==> src/inc/rxs_regs.svh <==
// register offsets, reset values and timing counts
// assumes a 50 MHz pclk and a 32-bit APB slave
`ifndef RXS_REGS_SVH
`define RXS_REGS_SVH
`define RXS_OFF_CTRL 12'h000
`define RXS_OFF_CFG 12'h004
`define RXS_OFF_STEP 12'h008
`define RXS_OFF_OFFSET 12'h00C
`define RXS_OFF_THRESH 12'h010
`define RXS_OFF_FRR 12'h014
`define RXS_OFF_QUERY 12'h018
`define RXS_OFF_STATUS 12'h01C
`define RXS_OFF_CUR 12'h020
`define RXS_OFF_LAT 12'h024
`define RXS_OFF_CAL 12'h028
`define RXS_OFF_CRC 12'h02C
`define RXS_OFFSET_ZERO 7'h32
`define RXS_BT_DEFAULT 4'h5
`define RXS_MIN_LATCH_BITS 8'h04
`define RXS_MIN_AVG_BITS 8'h07
`define RXS_QUERY_NS 33000
`define RXS_CLK_NS 20
`define RXS_QUERY_CYC ((`RXS_QUERY_NS + `RXS_CLK_NS - 1) / `RXS_CLK_NS)
`define RXS_CAL_INIT_MS 250
`define RXS_CAL_RE_MS 100
`define RXS_CYC_PER_MS 50000
`define RXS_CRC_INIT 16'hFFFF
`define RXS_CRC_POLY 16'h1021
`endif

==> src/inc/rxs_pkg.sv <==
// types shared by the receive signal strength block
// assumes nothing beyond the header of constants
package rxs_pkg;
  typedef enum logic [1:0] {
    RXS_LAT_PREAMBLE = 2'h0,
    RXS_LAT_SYNC = 2'h1,
    RXS_LAT_BITS = 2'h2
  } rxs_lat_src_t;
  typedef enum logic [1:0] {
    RXS_CAL_IDLE = 2'h0,
    RXS_CAL_RUN = 2'h1,
    RXS_CAL_DONE = 2'h3
  } rxs_cal_t;
endpackage

==> src/rtl/rxs_strength.sv <==
// signal strength measurement, latch, threshold, jump, calibration and crc
// assumes raw strength samples and modem events from the demodulator
`timescale 1ns/1ps
`include "rxs_regs.svh"

////////////////////////////////////////////////////////////////////////////////
// Overview of operation
// - strength code counts in half-decibel steps.
// - one latched strength value per packet, at a configured moment.
// - fast response registers can mirror the latched value, readable at once.
// - status query returns latched value and current value at processing time.
// - query complete flag rises 33 us after the query; host then reads.
// - latch on preamble, sync, or a bit count of at least four.
// - option: update every bit, or average four bits each four bits.
// - with averaging, latch no earlier than seven bits after receive start.
// - latched values clear on receive entry and stay readable afterwards.
// - latched value reads zero between clear and new latch.
// - strength rise or fall beyond step threshold flags a jump.
// - optional automatic modem and receiver reset on jump.
// - jump detection disabled after reset until software enables it.
// - seven-bit offset in 1 dB steps, 7'h32 means no offset.
// - threshold exceed flag, latched and unlatched, routable to outputs.
// - gain loop settles within a bit or 2 us; this block has no gain loop.
// - frequency correction ranges 0.25 and 0.35 of IF bandwidth; this block has no frequency correction.
// - image calibration takes 250 ms initially, 100 ms on recalibration.
// - gaussian shaping defaults to bandwidth-time 0.5, programmable.
// - crc appended on transmit and checked on receive; this block only checks received bits and appends nothing.
module rxs_strength #(
  parameter int CAL_INIT_CYC = `RXS_CAL_INIT_MS * `RXS_CYC_PER_MS,
  parameter int CAL_RE_CYC = `RXS_CAL_RE_MS * `RXS_CYC_PER_MS
) (
  // apb slave
  input wire logic pclk,
  input wire logic presetn,
  input wire logic psel,
  input wire logic penable,
  input wire logic pwrite,
  input wire logic [11:0] paddr,
  input wire logic [31:0] pwdata,
  output logic [31:0] prdata,
  output logic pready,
  output logic pslverr,
  // modem side, asynchronous to pclk
  input wire logic bit_clk,
  input wire logic rx_on,
  input wire logic preamble_det,
  input wire logic sync_det,
  input wire logic [7:0] raw_strength,
  input wire logic crc_bit,
  input wire logic crc_bit_valid,
  // notifications
  output logic jump_out,
  output logic thresh_out,
  output logic thresh_latched_out,
  output logic rx_reset_out,
  output logic query_done_out,
  output logic cal_busy_out,
  output logic [3:0] shaping_bt
);
  import rxs_pkg::*;

  initial begin
    if (CAL_INIT_CYC < 1 || CAL_RE_CYC < 1) $error("calibration counts must be positive");
  end

  localparam int QCYC = `RXS_QUERY_CYC;

  ////////////////////////////////////////////////////////////////////////////
  // two-flop synchronisers for the single-bit pins
  logic [5:0] s1, s2;
  always_ff @(posedge pclk or negedge presetn) begin
    if (!presetn) begin
      s1 <= 6'h00;
      s2 <= 6'h00;
    end else begin
      s1 <= {crc_bit_valid, crc_bit, bit_clk, rx_on, preamble_det, sync_det};
      s2 <= s1;
    end
  end
  logic [7:0] raw_q;
  always_ff @(posedge pclk or negedge presetn) begin
    if (!presetn) raw_q <= 8'h00;
    else raw_q <= raw_strength;
  end
  logic [7:0] raw_s;
  always_ff @(posedge pclk or negedge presetn) begin
    if (!presetn) raw_s <= 8'h00;
    else raw_s <= raw_q;
  end
  logic crcv_s, crcb_s, bclk_s, rx_s, pre_s, syn_s;
  assign {crcv_s, crcb_s, bclk_s, rx_s, pre_s, syn_s} = s2;

  // edge detection on synchronised levels
  logic bclk_d, rx_d, pre_d, syn_d, crcv_d;
  always_ff @(posedge pclk or negedge presetn) begin
    if (!presetn) {bclk_d, rx_d, pre_d, syn_d, crcv_d} <= 5'h00;
    else {bclk_d, rx_d, pre_d, syn_d, crcv_d} <= {bclk_s, rx_s, pre_s, syn_s, crcv_s};
  end
  wire bit_tick = bclk_s & ~bclk_d;
  wire rx_start = rx_s & ~rx_d;
  wire pre_rise = pre_s & ~pre_d;
  wire syn_rise = syn_s & ~syn_d;
  wire crc_tick = crcv_s & ~crcv_d;

  ////////////////////////////////////////////////////////////////////////////
  // configuration registers
  logic [1:0] lat_src;
  logic avg4;
  logic [7:0] lat_bits;
  logic jump_en, jump_rst_en;
  logic [7:0] step_thr;
  logic [6:0] offset;
  logic [7:0] thr;
  logic [3:0] frr_sel;
  logic [3:0] bt;
  wire wr = psel & penable & pwrite;
  wire rd_acc = psel & ~penable;

  function automatic logic hit(input logic [11:0] a, input logic [11:0] off);
    hit = (a == off);
  endfunction

  // software writes to configuration
  always_ff @(posedge pclk or negedge presetn) begin
    if (!presetn) begin
      lat_src <= RXS_LAT_PREAMBLE;
      avg4 <= 1'b0;
      lat_bits <= `RXS_MIN_LATCH_BITS;
      jump_en <= 1'b0;
      jump_rst_en <= 1'b0;
      step_thr <= 8'h0C;
      offset <= `RXS_OFFSET_ZERO;
      thr <= 8'hFF;
      frr_sel <= 4'h0;
      bt <= `RXS_BT_DEFAULT;
    end else if (wr) begin
      if (hit(paddr, `RXS_OFF_CFG)) begin
        lat_src <= pwdata[1:0];
        avg4 <= pwdata[2];
        lat_bits <= pwdata[15:8];
        bt <= pwdata[19:16];
      end
      if (hit(paddr, `RXS_OFF_STEP)) begin
        jump_en <= pwdata[0];
        jump_rst_en <= pwdata[1];
        step_thr <= pwdata[15:8];
      end
      if (hit(paddr, `RXS_OFF_OFFSET)) offset <= pwdata[6:0];
      if (hit(paddr, `RXS_OFF_THRESH)) thr <= pwdata[7:0];
      if (hit(paddr, `RXS_OFF_FRR)) frr_sel <= pwdata[3:0];
    end
  end

  ////////////////////////////////////////////////////////////////////////////
  // current strength: offset in 1 dB = 2 codes, per bit or 4-bit average
  logic [8:0] comp;
  always_comb begin
    comp = 9'({1'b0, raw_s} + {1'b0, offset, 1'b0});
    if ({1'b0, offset, 1'b0} < 9'({`RXS_OFFSET_ZERO, 1'b0}) + 9'({1'b0, raw_s}) &&
        comp < 9'({`RXS_OFFSET_ZERO, 1'b0}))
      comp = 9'h000;
    else
      comp = 9'(comp - 9'({`RXS_OFFSET_ZERO, 1'b0}));
  end
  wire [7:0] comp_sat = comp[8] ? 8'hFF : comp[7:0];

  logic [7:0] cur;
  logic [9:0] acc;
  logic [1:0] ph;
  logic [7:0] bitcnt;
  always_ff @(posedge pclk or negedge presetn) begin
    if (!presetn) begin
      cur <= 8'h00;
      acc <= 10'h000;
      ph <= 2'h0;
    end else if (rx_start) begin
      acc <= 10'h000;
      ph <= 2'h0;
    end else if (bit_tick) begin
      if (!avg4) cur <= comp_sat;
      else begin
        ph <= 2'(ph + 2'h1);
        if (ph == 2'h3) begin
          cur <= 8'((acc + 10'({2'h0, comp_sat})) >> 2);
          acc <= 10'h000;
        end else acc <= 10'(acc + 10'({2'h0, comp_sat}));
      end
    end
  end

  // bits since receive start
  always_ff @(posedge pclk or negedge presetn) begin
    if (!presetn) bitcnt <= 8'h00;
    else if (rx_start) bitcnt <= 8'h00;
    else if (bit_tick && bitcnt != 8'hFF) bitcnt <= 8'(bitcnt + 8'h01);
  end

  ////////////////////////////////////////////////////////////////////////////
  // latch: one per packet, cleared on receive entry
  logic [7:0] lat;
  logic latched, lat_pend;
  wire [7:0] min_bits = avg4 ? `RXS_MIN_AVG_BITS : `RXS_MIN_LATCH_BITS;
  wire [7:0] tgt_bits = (lat_bits < min_bits) ? min_bits : lat_bits;
  wire lat_evt = (lat_src == RXS_LAT_PREAMBLE && pre_rise) ||
                 (lat_src == RXS_LAT_SYNC && syn_rise) ||
                 (lat_src == RXS_LAT_BITS && bit_tick);
  wire bits_ok = bitcnt >= min_bits;
  wire lat_fire = rx_s && !latched && (lat_src == RXS_LAT_BITS ?
                  (bitcnt >= tgt_bits) : ((lat_evt || lat_pend) && bits_ok));
  always_ff @(posedge pclk or negedge presetn) begin
    if (!presetn) begin
      lat <= 8'h00;
      latched <= 1'b0;
      lat_pend <= 1'b0;
    end else if (rx_start) begin
      lat <= 8'h00;
      latched <= 1'b0;
      lat_pend <= 1'b0;
    end else if (lat_fire) begin
      lat <= cur;
      latched <= 1'b1;
      lat_pend <= 1'b0;
    end else if (lat_evt && !latched && lat_src != RXS_LAT_BITS) lat_pend <= 1'b1;
  end

  a_latch_holds: assert property (@(posedge pclk) disable iff (!presetn)
    latched && !rx_start |=> $stable(lat)) else $error("latched value moved");
  a_latch_clear: assert property (@(posedge pclk) disable iff (!presetn)
    rx_start |=> lat == 8'h00 && !latched) else $error("latch not cleared");
  a_latch_min: assert property (@(posedge pclk) disable iff (!presetn)
    $rose(latched) |-> $past(bitcnt) >= (avg4 ? 8'h07 : 8'h04))
    else $error("latch too early");

  ////////////////////////////////////////////////////////////////////////////
  // jump and threshold detection, registered notifications
  logic [7:0] prev;
  wire [7:0] diff = (cur > prev) ? 8'(cur - prev) : 8'(prev - cur);
  wire jump_hit = jump_en && rx_s && bit_tick && bitcnt > min_bits && diff > step_thr;
  always_ff @(posedge pclk or negedge presetn) begin
    if (!presetn) begin
      prev <= 8'h00;
      jump_out <= 1'b0;
      rx_reset_out <= 1'b0;
    end else begin
      if (bit_tick) prev <= cur;
      jump_out <= jump_hit;
      rx_reset_out <= jump_hit && jump_rst_en;
    end
  end
  always_ff @(posedge pclk or negedge presetn) begin
    if (!presetn) begin
      thresh_out <= 1'b0;
      thresh_latched_out <= 1'b0;
    end else begin
      thresh_out <= cur > thr;
      if (cur > thr) thresh_latched_out <= 1'b1;
      else if (rx_start) thresh_latched_out <= 1'b0;
    end
  end
  a_jump_off: assert property (@(posedge pclk) disable iff (!presetn)
    !jump_en |=> !jump_out) else $error("jump while disabled");
  a_jump_reset: assert property (@(posedge pclk) disable iff (!presetn)
    rx_reset_out |-> jump_out && $past(jump_rst_en)) else $error("stray receiver reset");

  ////////////////////////////////////////////////////////////////////////////
  // modem status query: snapshot current, complete after 33 us
  logic [15:0] qcnt;
  logic [7:0] q_cur, q_lat;
  always_ff @(posedge pclk or negedge presetn) begin
    if (!presetn) begin
      qcnt <= 16'h0000;
      q_cur <= 8'h00;
      q_lat <= 8'h00;
      query_done_out <= 1'b1;
    end else if (wr && hit(paddr, `RXS_OFF_QUERY)) begin
      q_cur <= cur;
      q_lat <= lat;
      qcnt <= 16'(QCYC - 1);
      query_done_out <= 1'b0;
    end else if (qcnt != 16'h0000) qcnt <= 16'(qcnt - 16'h0001);
    else query_done_out <= 1'b1;
  end
  a_query_wait: assert property (@(posedge pclk) disable iff (!presetn)
    $fell(query_done_out) |-> !query_done_out [*8]) else $error("query done early");

  ////////////////////////////////////////////////////////////////////////////
  // image calibration timer
  rxs_cal_t cal_st;
  logic [31:0] cal_cnt;
  always_ff @(posedge pclk or negedge presetn) begin
    if (!presetn) begin
      cal_st <= RXS_CAL_IDLE;
      cal_cnt <= 32'h00000000;
      cal_busy_out <= 1'b0;
    end else unique case (cal_st)
      RXS_CAL_IDLE, RXS_CAL_DONE: begin
        if (wr && hit(paddr, `RXS_OFF_CAL) && pwdata[0]) begin
          cal_cnt <= (cal_st == RXS_CAL_DONE) ? 32'(CAL_RE_CYC - 1) : 32'(CAL_INIT_CYC - 1);
          cal_st <= RXS_CAL_RUN;
          cal_busy_out <= 1'b1;
        end
      end
      RXS_CAL_RUN: begin
        if (cal_cnt == 32'h00000000) begin
          cal_st <= RXS_CAL_DONE;
          cal_busy_out <= 1'b0;
        end else cal_cnt <= 32'(cal_cnt - 32'h00000001);
      end
      default: cal_st <= RXS_CAL_IDLE;
    endcase
  end

  ////////////////////////////////////////////////////////////////////////////
  // crc-16 over received bits, preset to all ones on receive start
  logic [15:0] crc;
  always_ff @(posedge pclk or negedge presetn) begin
    if (!presetn) crc <= `RXS_CRC_INIT;
    else if (rx_start) crc <= `RXS_CRC_INIT;
    else if (crc_tick)
      crc <= {crc[14:0], 1'b0} ^ ((crc[15] ^ crcb_s) ? `RXS_CRC_POLY : 16'h0000);
  end

  ////////////////////////////////////////////////////////////////////////////
  // apb read path, one wait-free access, unmapped reads zero with error
  logic [31:0] next_prdata;
  logic next_err;
  always_comb begin
    next_prdata = 32'h00000000;
    next_err = 1'b0;
    unique case (paddr)
      `RXS_OFF_CTRL: next_prdata = {31'h0, rx_s};
      `RXS_OFF_CFG: next_prdata = {12'h0, bt, lat_bits, 5'h0, avg4, lat_src};
      `RXS_OFF_STEP: next_prdata = {16'h0, step_thr, 6'h0, jump_rst_en, jump_en};
      `RXS_OFF_OFFSET: next_prdata = {25'h0, offset};
      `RXS_OFF_THRESH: next_prdata = {24'h0, thr};
      `RXS_OFF_FRR: next_prdata = {4{frr_sel[3], frr_sel[2], frr_sel[1], frr_sel[0],
                                     4'h0}} & {32{1'b0}} | {28'h0, frr_sel} |
                                  {frr_sel[3] ? lat : 8'h00, frr_sel[2] ? lat : 8'h00,
                                   frr_sel[1] ? lat : 8'h00, 8'h00};
      `RXS_OFF_QUERY: next_prdata = {15'h0, query_done_out, q_lat, q_cur};
      `RXS_OFF_STATUS: next_prdata = {26'h0, cal_busy_out, latched, thresh_latched_out,
                                      thresh_out, jump_out, query_done_out};
      `RXS_OFF_CUR: next_prdata = {24'h0, cur};
      `RXS_OFF_LAT: next_prdata = {frr_sel[0] ? lat : 8'h00, 16'h0, lat};
      `RXS_OFF_CAL: next_prdata = {30'h0, cal_st};
      `RXS_OFF_CRC: next_prdata = {15'h0, crc == 16'h0000, crc};
      default: next_err = 1'b1;
    endcase
  end
  always_ff @(posedge pclk or negedge presetn) begin
    if (!presetn) begin
      prdata <= 32'h00000000;
      pready <= 1'b0;
      pslverr <= 1'b0;
    end else begin
      pready <= rd_acc;
      pslverr <= rd_acc & next_err;
      if (rd_acc) prdata <= next_prdata;
    end
  end
  always_ff @(posedge pclk or negedge presetn) begin
    if (!presetn) shaping_bt <= `RXS_BT_DEFAULT;
    else shaping_bt <= bt;
  end
endmodule // rxs_strength

==> config.mk <==
export PLATFORM = sky130hd
export DESIGN_NAME = rxs_strength
export DESIGN_NICKNAME = d
export VERILOG_FILES = /design/src/inc/rxs_pkg.sv /design/src/rtl/rxs_strength.sv
export VERILOG_INCLUDE_DIRS = /design/src /design/src/inc
export SDC_FILE = /design/constraint.sdc
export NUM_CORES = 1
export LEC_CHECK = 0
export BUFFER_PORTS_ARGS = -buffer_cell sky130_fd_sc_hd__buf_2
export CAP_MARGIN = 15
export CORE_AREA = 5 5 163 165
export CTS_CLUSTER_SIZE = 30
export DETAILED_ROUTE_END_ITERATION = 6
export DIE_AREA = 0 0 168 170
export PLACE_DENSITY = 0.74
export SLEW_MARGIN = 30
export SYNTH_ARGS = -nofsm -noshare
export SYNTH_HDL_FRONTEND = slang
export SYNTH_SLANG_ARGS = --single-unit
export TNS_END_PERCENT = 100
==> constraint.sdc <==
create_clock -name pclk -period 10.13 [get_ports pclk]
set_input_delay 3.039 -clock pclk [delete_from_list [all_inputs] [get_ports pclk]]
set_output_delay 3.039 -clock pclk [all_outputs]
set_load 0.005 [all_outputs]
* Word-level counts from Yosys, hierarchy flattened
Index checks and enable logic that the tools add are counted.
Word-level totals: register bits 249, input port bits 63
Operators by class: muxes and demuxes 49, bitwise gates (word level) 19, reduce and logical (&&, ||, !) cells 49, equality and inequality tests 23, $lt $le $gt $ge 9, add/subtract/negate cells 10
Operators with widths (count):
- $pmux W32 S12 | 1
- $mux W8 | 13
- $mux W16 | 4
- $mux W32 | 2
- $pmux W32 S2 | 1
- $eq A12 B5 Y1 const B | 4
- $eq A12 B6 Y1 const B | 4
- $mux W10 | 4
- $logic_not A32 Y1 | 1
- $or A4 B32 Y32 | 1
- $sub A32 B1 Y32 const B | 1
- $eq A12 B4 Y1 const B | 2
- $gt A8 B8 Y1 | 3
- $mux W24 | 1
- $logic_and A1 B1 Y1 | 18
- $logic_not A16 Y1 | 1
- $reduce_bool A16 Y1 | 1
- $reduce_bool A2 Y1 | 8
- $sub A16 B1 Y16 const B | 1
- $sub A8 B8 Y8 | 2
- $xor A16 B13 Y16 | 1
- $reduce_and A2 Y1 | 7
- $mux W1 | 13
- $mux W13 | 1
- 33 further kinds | 64

* Logic depth before layout (Yosys ltp)
depth in word-level cells 11, gate-level depth with buffers 21, mapped depth without buffers 21

* Least setup slack after synthesis
OpenSTA, ideal clock, no wires.
path type input -> register, from in paddr[1], to reg bt[3], buffers on the path 2, stages 7, arrival 4841 ps, setup time 125 ps, path slack 5164 ps, cells stage by stage nor4_2 -> nand2_1 -> or3_1 -> clkbuf_1 -> nor3_2 -> buf_2 -> mux2_2
Between the ends: word-level cells in the longest chain between the ends 2
RTL lines:
- start, declared | RTL line rxs_strength.sv:38 | input wire logic [11:0] paddr,
- $eq A12 B3 Y1 | RTL line rxs_strength.sv:120 | hit = (a == off);
- $reduce_and A2 Y1 (no line)
- end signal, assigned | RTL line rxs_strength.sv:135 | bt <= `RXS_BT_DEFAULT;
- end signal, assigned | RTL line rxs_strength.sv:141 | bt <= pwdata[19:16];
- end, declared | RTL line rxs_strength.sv:115 | logic [3:0] bt;
No other way between the ends. A chain may end at the register's enable or synchronous reset.

* Worst setup path after layout
from in paddr[4], to reg cal_cnt[27]
Between the ends: word-level cells in the longest chain between the ends 5
RTL lines:
- $eq A12 B6 Y1 | RTL line rxs_strength.sv:120
- $logic_and A1 B1 Y1 (2 in series) | RTL line rxs_strength.sv:297 | if (wr && hit(paddr, `RXS_OFF_CAL) && pwdata[0]) begin
- $ne A2 B2 Y1 (no line)
- $reduce_and A3 Y1 (no line)
- end signal, assigned | RTL line rxs_strength.sv:298 | cal_cnt <= (cal_st == RXS_CAL_DONE) ? 32'(CAL_RE_CYC - 1) : 32'(CAL_INIT_CYC - 1);
- end signal, assigned | RTL line rxs_strength.sv:307 | end else cal_cnt <= 32'(cal_cnt - 32'h00000001);
- end, declared | RTL line rxs_strength.sv:289 | logic [31:0] cal_cnt;
No other way between the ends.

==> impl_metrics.csv <==
group,metric,value,unit
pwr,p_leak,6.954,nW
synthesis,netlist_area,0.01339,mm2
floorplanning,dieArea,0.02856,mm2
sta,hold_violations,0,
worst_setup_path,crit_fanout,32,
hold_path,min_to,"s2[5]",
placed_design,portBuffers,94,
hold_path,hold_depth,0,
grt,grt_use_total,0.2413,
sta,period_needed,5372,ps
clocking,holdBufCountCts,0,
placed_design,dp_slack,4267,ps
worst_setup_path,cp.depth,9,
synthesis,synth-seq-cells,249,
clocking,numCtsBuffers,28,
grt,grt_pass1_vias,10560,
synthesis,synth-compound-area-share,0.1784,
worst_setup_path,slowest_stage,"nor4b_4",
clocking,tritoncts,"yes",
grt,antenna_found_initial,4,
clocking,postCtsSetupBuffers,0,
sta,fin_tns_setup,0,ps
route,wl_per_cell,19.39,um
sta,final_max_slew_viol_count,0,
route,dr_total_vias,10860,
status,status,"finished clean",
clocking,cts.repair.resized,0,
clocking,htree_levels,1,
clocking,path_clk_slew,60,ps
hold_path,hold_class,"flop to flop",
synthesis,synth-async-reset-ratio,1.000,
synthesis,yosys-mux-area-fraction,0.03485,
floorplanning,dieHeight,170,um
worst_setup_path,worstPathRequired,10590,ps
worst_setup_path,reg2reg_depth,18,
worst_setup_path,r2r_setup_slack,4820,ps
worst_setup_path,regToRegEndpoint,"cur[7]",
pwr,finalPower,0.003572,W
synthesis,yosysWarnings,0,
worst_setup_path,cp_data_arrival_time,5840,ps
worst_setup_path,worstSetupPathType,"input port to flop",
floorplanning,core_area,0.02489,mm2
route,vias_per_cell,6.048,
finish,final_cells,1796,
route,firstDrtPassIters,6,
clocking,clkSinkCount,249,
finish,nets,1583,
route,wirelength,34.83,mm
worst_setup_path,r2r_start,"offset[0]",
synthesis,yosysSeqAreaShare,0.4686,
clocking,worstSkewPairLatency,540,ps
sta,rsz0062_at_grt,"no",
finish,multi_input_area,0.006685,mm2
worst_setup_path,cp_num_buf_inv,2,
hold_path,hold_start,"s1[5]",
worst_setup_path,critPathCaptureType,"flop",
finish,register_area,0.006275,mm2
worst_setup_path,cp_top_family,"simple AND/OR/NAND/NOR gates",
synthesis,synth_edf_count,0,
sta,setup_viol,0,
floorplanning,start_util,0.5380,
finish,fillers,2058,
pwr,ir_drop,0.1491,mV
sta,fin_ws,4758,ps
floorplanning,io_pins,107,
placed_design,place_inst,1743,
clocking,clk_path_buf_depth,3,
grt,grt_overflow_total,0,
grt,grt_max_degree,88,
synthesis,syn_nets,1496,
pwr,power_density,233.8,mW/mm2
route,drt-initial-drc-count,1052,
clocking,cts_root_buffer,"clkbuf_16",
placed_design,gp_congestion,0.9375,
worst_setup_path,path_cells,"buf_2 -> nor4b_4 -> nand3_1 -> o21ai_1 -> o21a_1 -> buf_4 -> nand3_2 -> or4_1 -> a21oi_1",
sta,timing.final.crit_share,0.5303,
route,ant_nets,0,
finish,area_growth,14.11,%
sta,max-slew-margin-rel,0.3417,
synthesis,ys_types,86,
flow_run,max_cap_viol_count,0,
sta,fin_skew,9.336,ps
synthesis,synth_top_family_by_area,"compound AO/OA/AOI/OAI gates",
synthesis,synthSimpleGateAreaFrac,0.1771,
finish,antenna_cells,0,
sta,max_slew.worst_pin.slew,980.9,ps
synthesis,synth-xor-area-share,0.03467,
synthesis,synth_fa_ha_area_frac,0.07326,
floorplanning,num_rows,58,
finish,drive_gt1_frac,0.1733,
synthesis,synth-main-ff-cell,"dfrtp_1",
floorplanning,die_w,168,um
synthesis,synthCells,1357,
placed_design,hpwlAfterDp,25.43,mm
worst_setup_path,cp-start-kind,"input port",
worst_setup_path,slowest_delay,580,ps
worst_setup_path,critPathLaunch,"paddr[4]",
route,route.detailed.drc,0,
sta,fmax,0.1861,GHz
synthesis,syn_area_per_cell,9.868,um2
grt,grt_pass1_wl,56.10,mm
power breakdown:
part	switching (W)	total, W	leakage [nW]	internal (W)
Clock	0.000409	0.00114	0.510	0.000733
Sequential	0.000152	0.00126	3.07	0.00111
Combinational	0.000658	0.00117	3.37	0.000509
Total	0.00122	0.00357	6.95	0.00235
layer usage:
metal	part of all wire	track usage	up-vias
li1	-	-	5095
met1	0.42	0.3241	5272
met2	0.48	0.4123	401
met3	0.075	0.03693	87
met4	0.031	0.06387	8
met5	0.0016	0	-
flip-flops by register name, summed over array words and instances (netlist names), 6 cells and up:
signal / flops
cal_cnt: 32
prdata: 32
crc: 16
qcnt: 16
acc: 10
bitcnt: 8
cur: 8
lat: 8
lat_bits: 8
prev: 8
q_cur: 8
q_lat: 8
raw_q: 8
raw_s: 8
step_thr: 8
thr: 8
offset: 7
s1: 6
s2: 6
worst max path at each step:
stage	end	slack (ps)
after global routing	cur[7]	4400
after floorplan	bt[3]	5160
after global placement	cal_cnt[31]	4350
after CTS	cal_cnt[29]	4840
after detailed placement	cal_cnt[27]	4270
final	cal_cnt[27]	4760
layout by cell type, fill, tap and decap left out, drive strengths merged, types with 14 or more instances in the layout:
| cell type | instances |
|---|---|
| o22a | 17 |
| or3 | 19 |
| nand3 | 40 |
| inv | 66 |
| mux2 | 29 |
| xor2 | 19 |
| nand2b | 18 |
| ha | 72 |
| nor2b | 14 |
| a21o | 17 |
| a22o | 21 |
| mux2i | 14 |
| nor4 | 27 |
| buf | 105 |
| o21ai | 117 |
| a21oi | 62 |
| dfrtp | 214 |
| xnor2 | 34 |
| a22oi | 14 |
| nand2 | 146 |
| nor2 | 105 |
| clkbuf | 34 |
| nor3 | 30 |
| dfstp | 35 |
metrics by stage:
| step | cell area [um2] | utilization | hold WS, ps |
|---|---|---|---|
| after floorplan | 13390 | - | 331.2 |
| after global placement | 14160 | 0.5689 | 332.7 |
| after detailed placement | 14190 | 0.5700 | 334.7 |
| after CTS | 15240 | 0.6124 | 347.9 |
| after global routing | 15280 | 0.6139 | 354.8 |
| final | 15280 | 0.6139 | 345.8 |
area by class of cell:
type,instances,share of cell area
repair buffers,105,0.03947
well taps,330,0.02702
clock buffers,34,0.04938
multi-input cells,994,0.4375
inverters,66,0.01621
clock inverters,18,0.01973
flip-flops and latches,249,0.4107
kinds of logic (layout without fill, tap and decap cells):
logic type / Yosys count / count (layout)
muxes: 43 / 43
adders and majority gates: 76 / 76
buffers and inverters: 114 / 223
AOI/OAI and AO/OA: 357 / 357
DFF: 249 / 249
xor gates and xnor gates: 53 / 53
and+or+nand+nor: 465 / 465
Yosys cell counts (17+ instances only):
cell      count  area (um2)
a21o_1       17       127.6
a21oi_1      62       310.3
a22o_1       21       183.9
clkbuf_1     36       135.1
dfrtp_1     214        5355
dfstp_2      35       919.6
ha_1         72       900.9
inv_1        66       247.7
mux2_2       28       315.3
nand2_1     146       548.0
nand2b_1     17       106.4
nand3_1      39       195.2
nor2_1      105       394.1
nor3_1       25       125.1
nor4_1       24       150.1
o21ai_0      98       490.5
o21ai_1      18       90.09
o22a_1       17       148.9
or3_1        18       112.6
xnor2_1      34       297.8
xor2_1       19       166.4
Note: power is estimated with default switching activity, not from simulation.
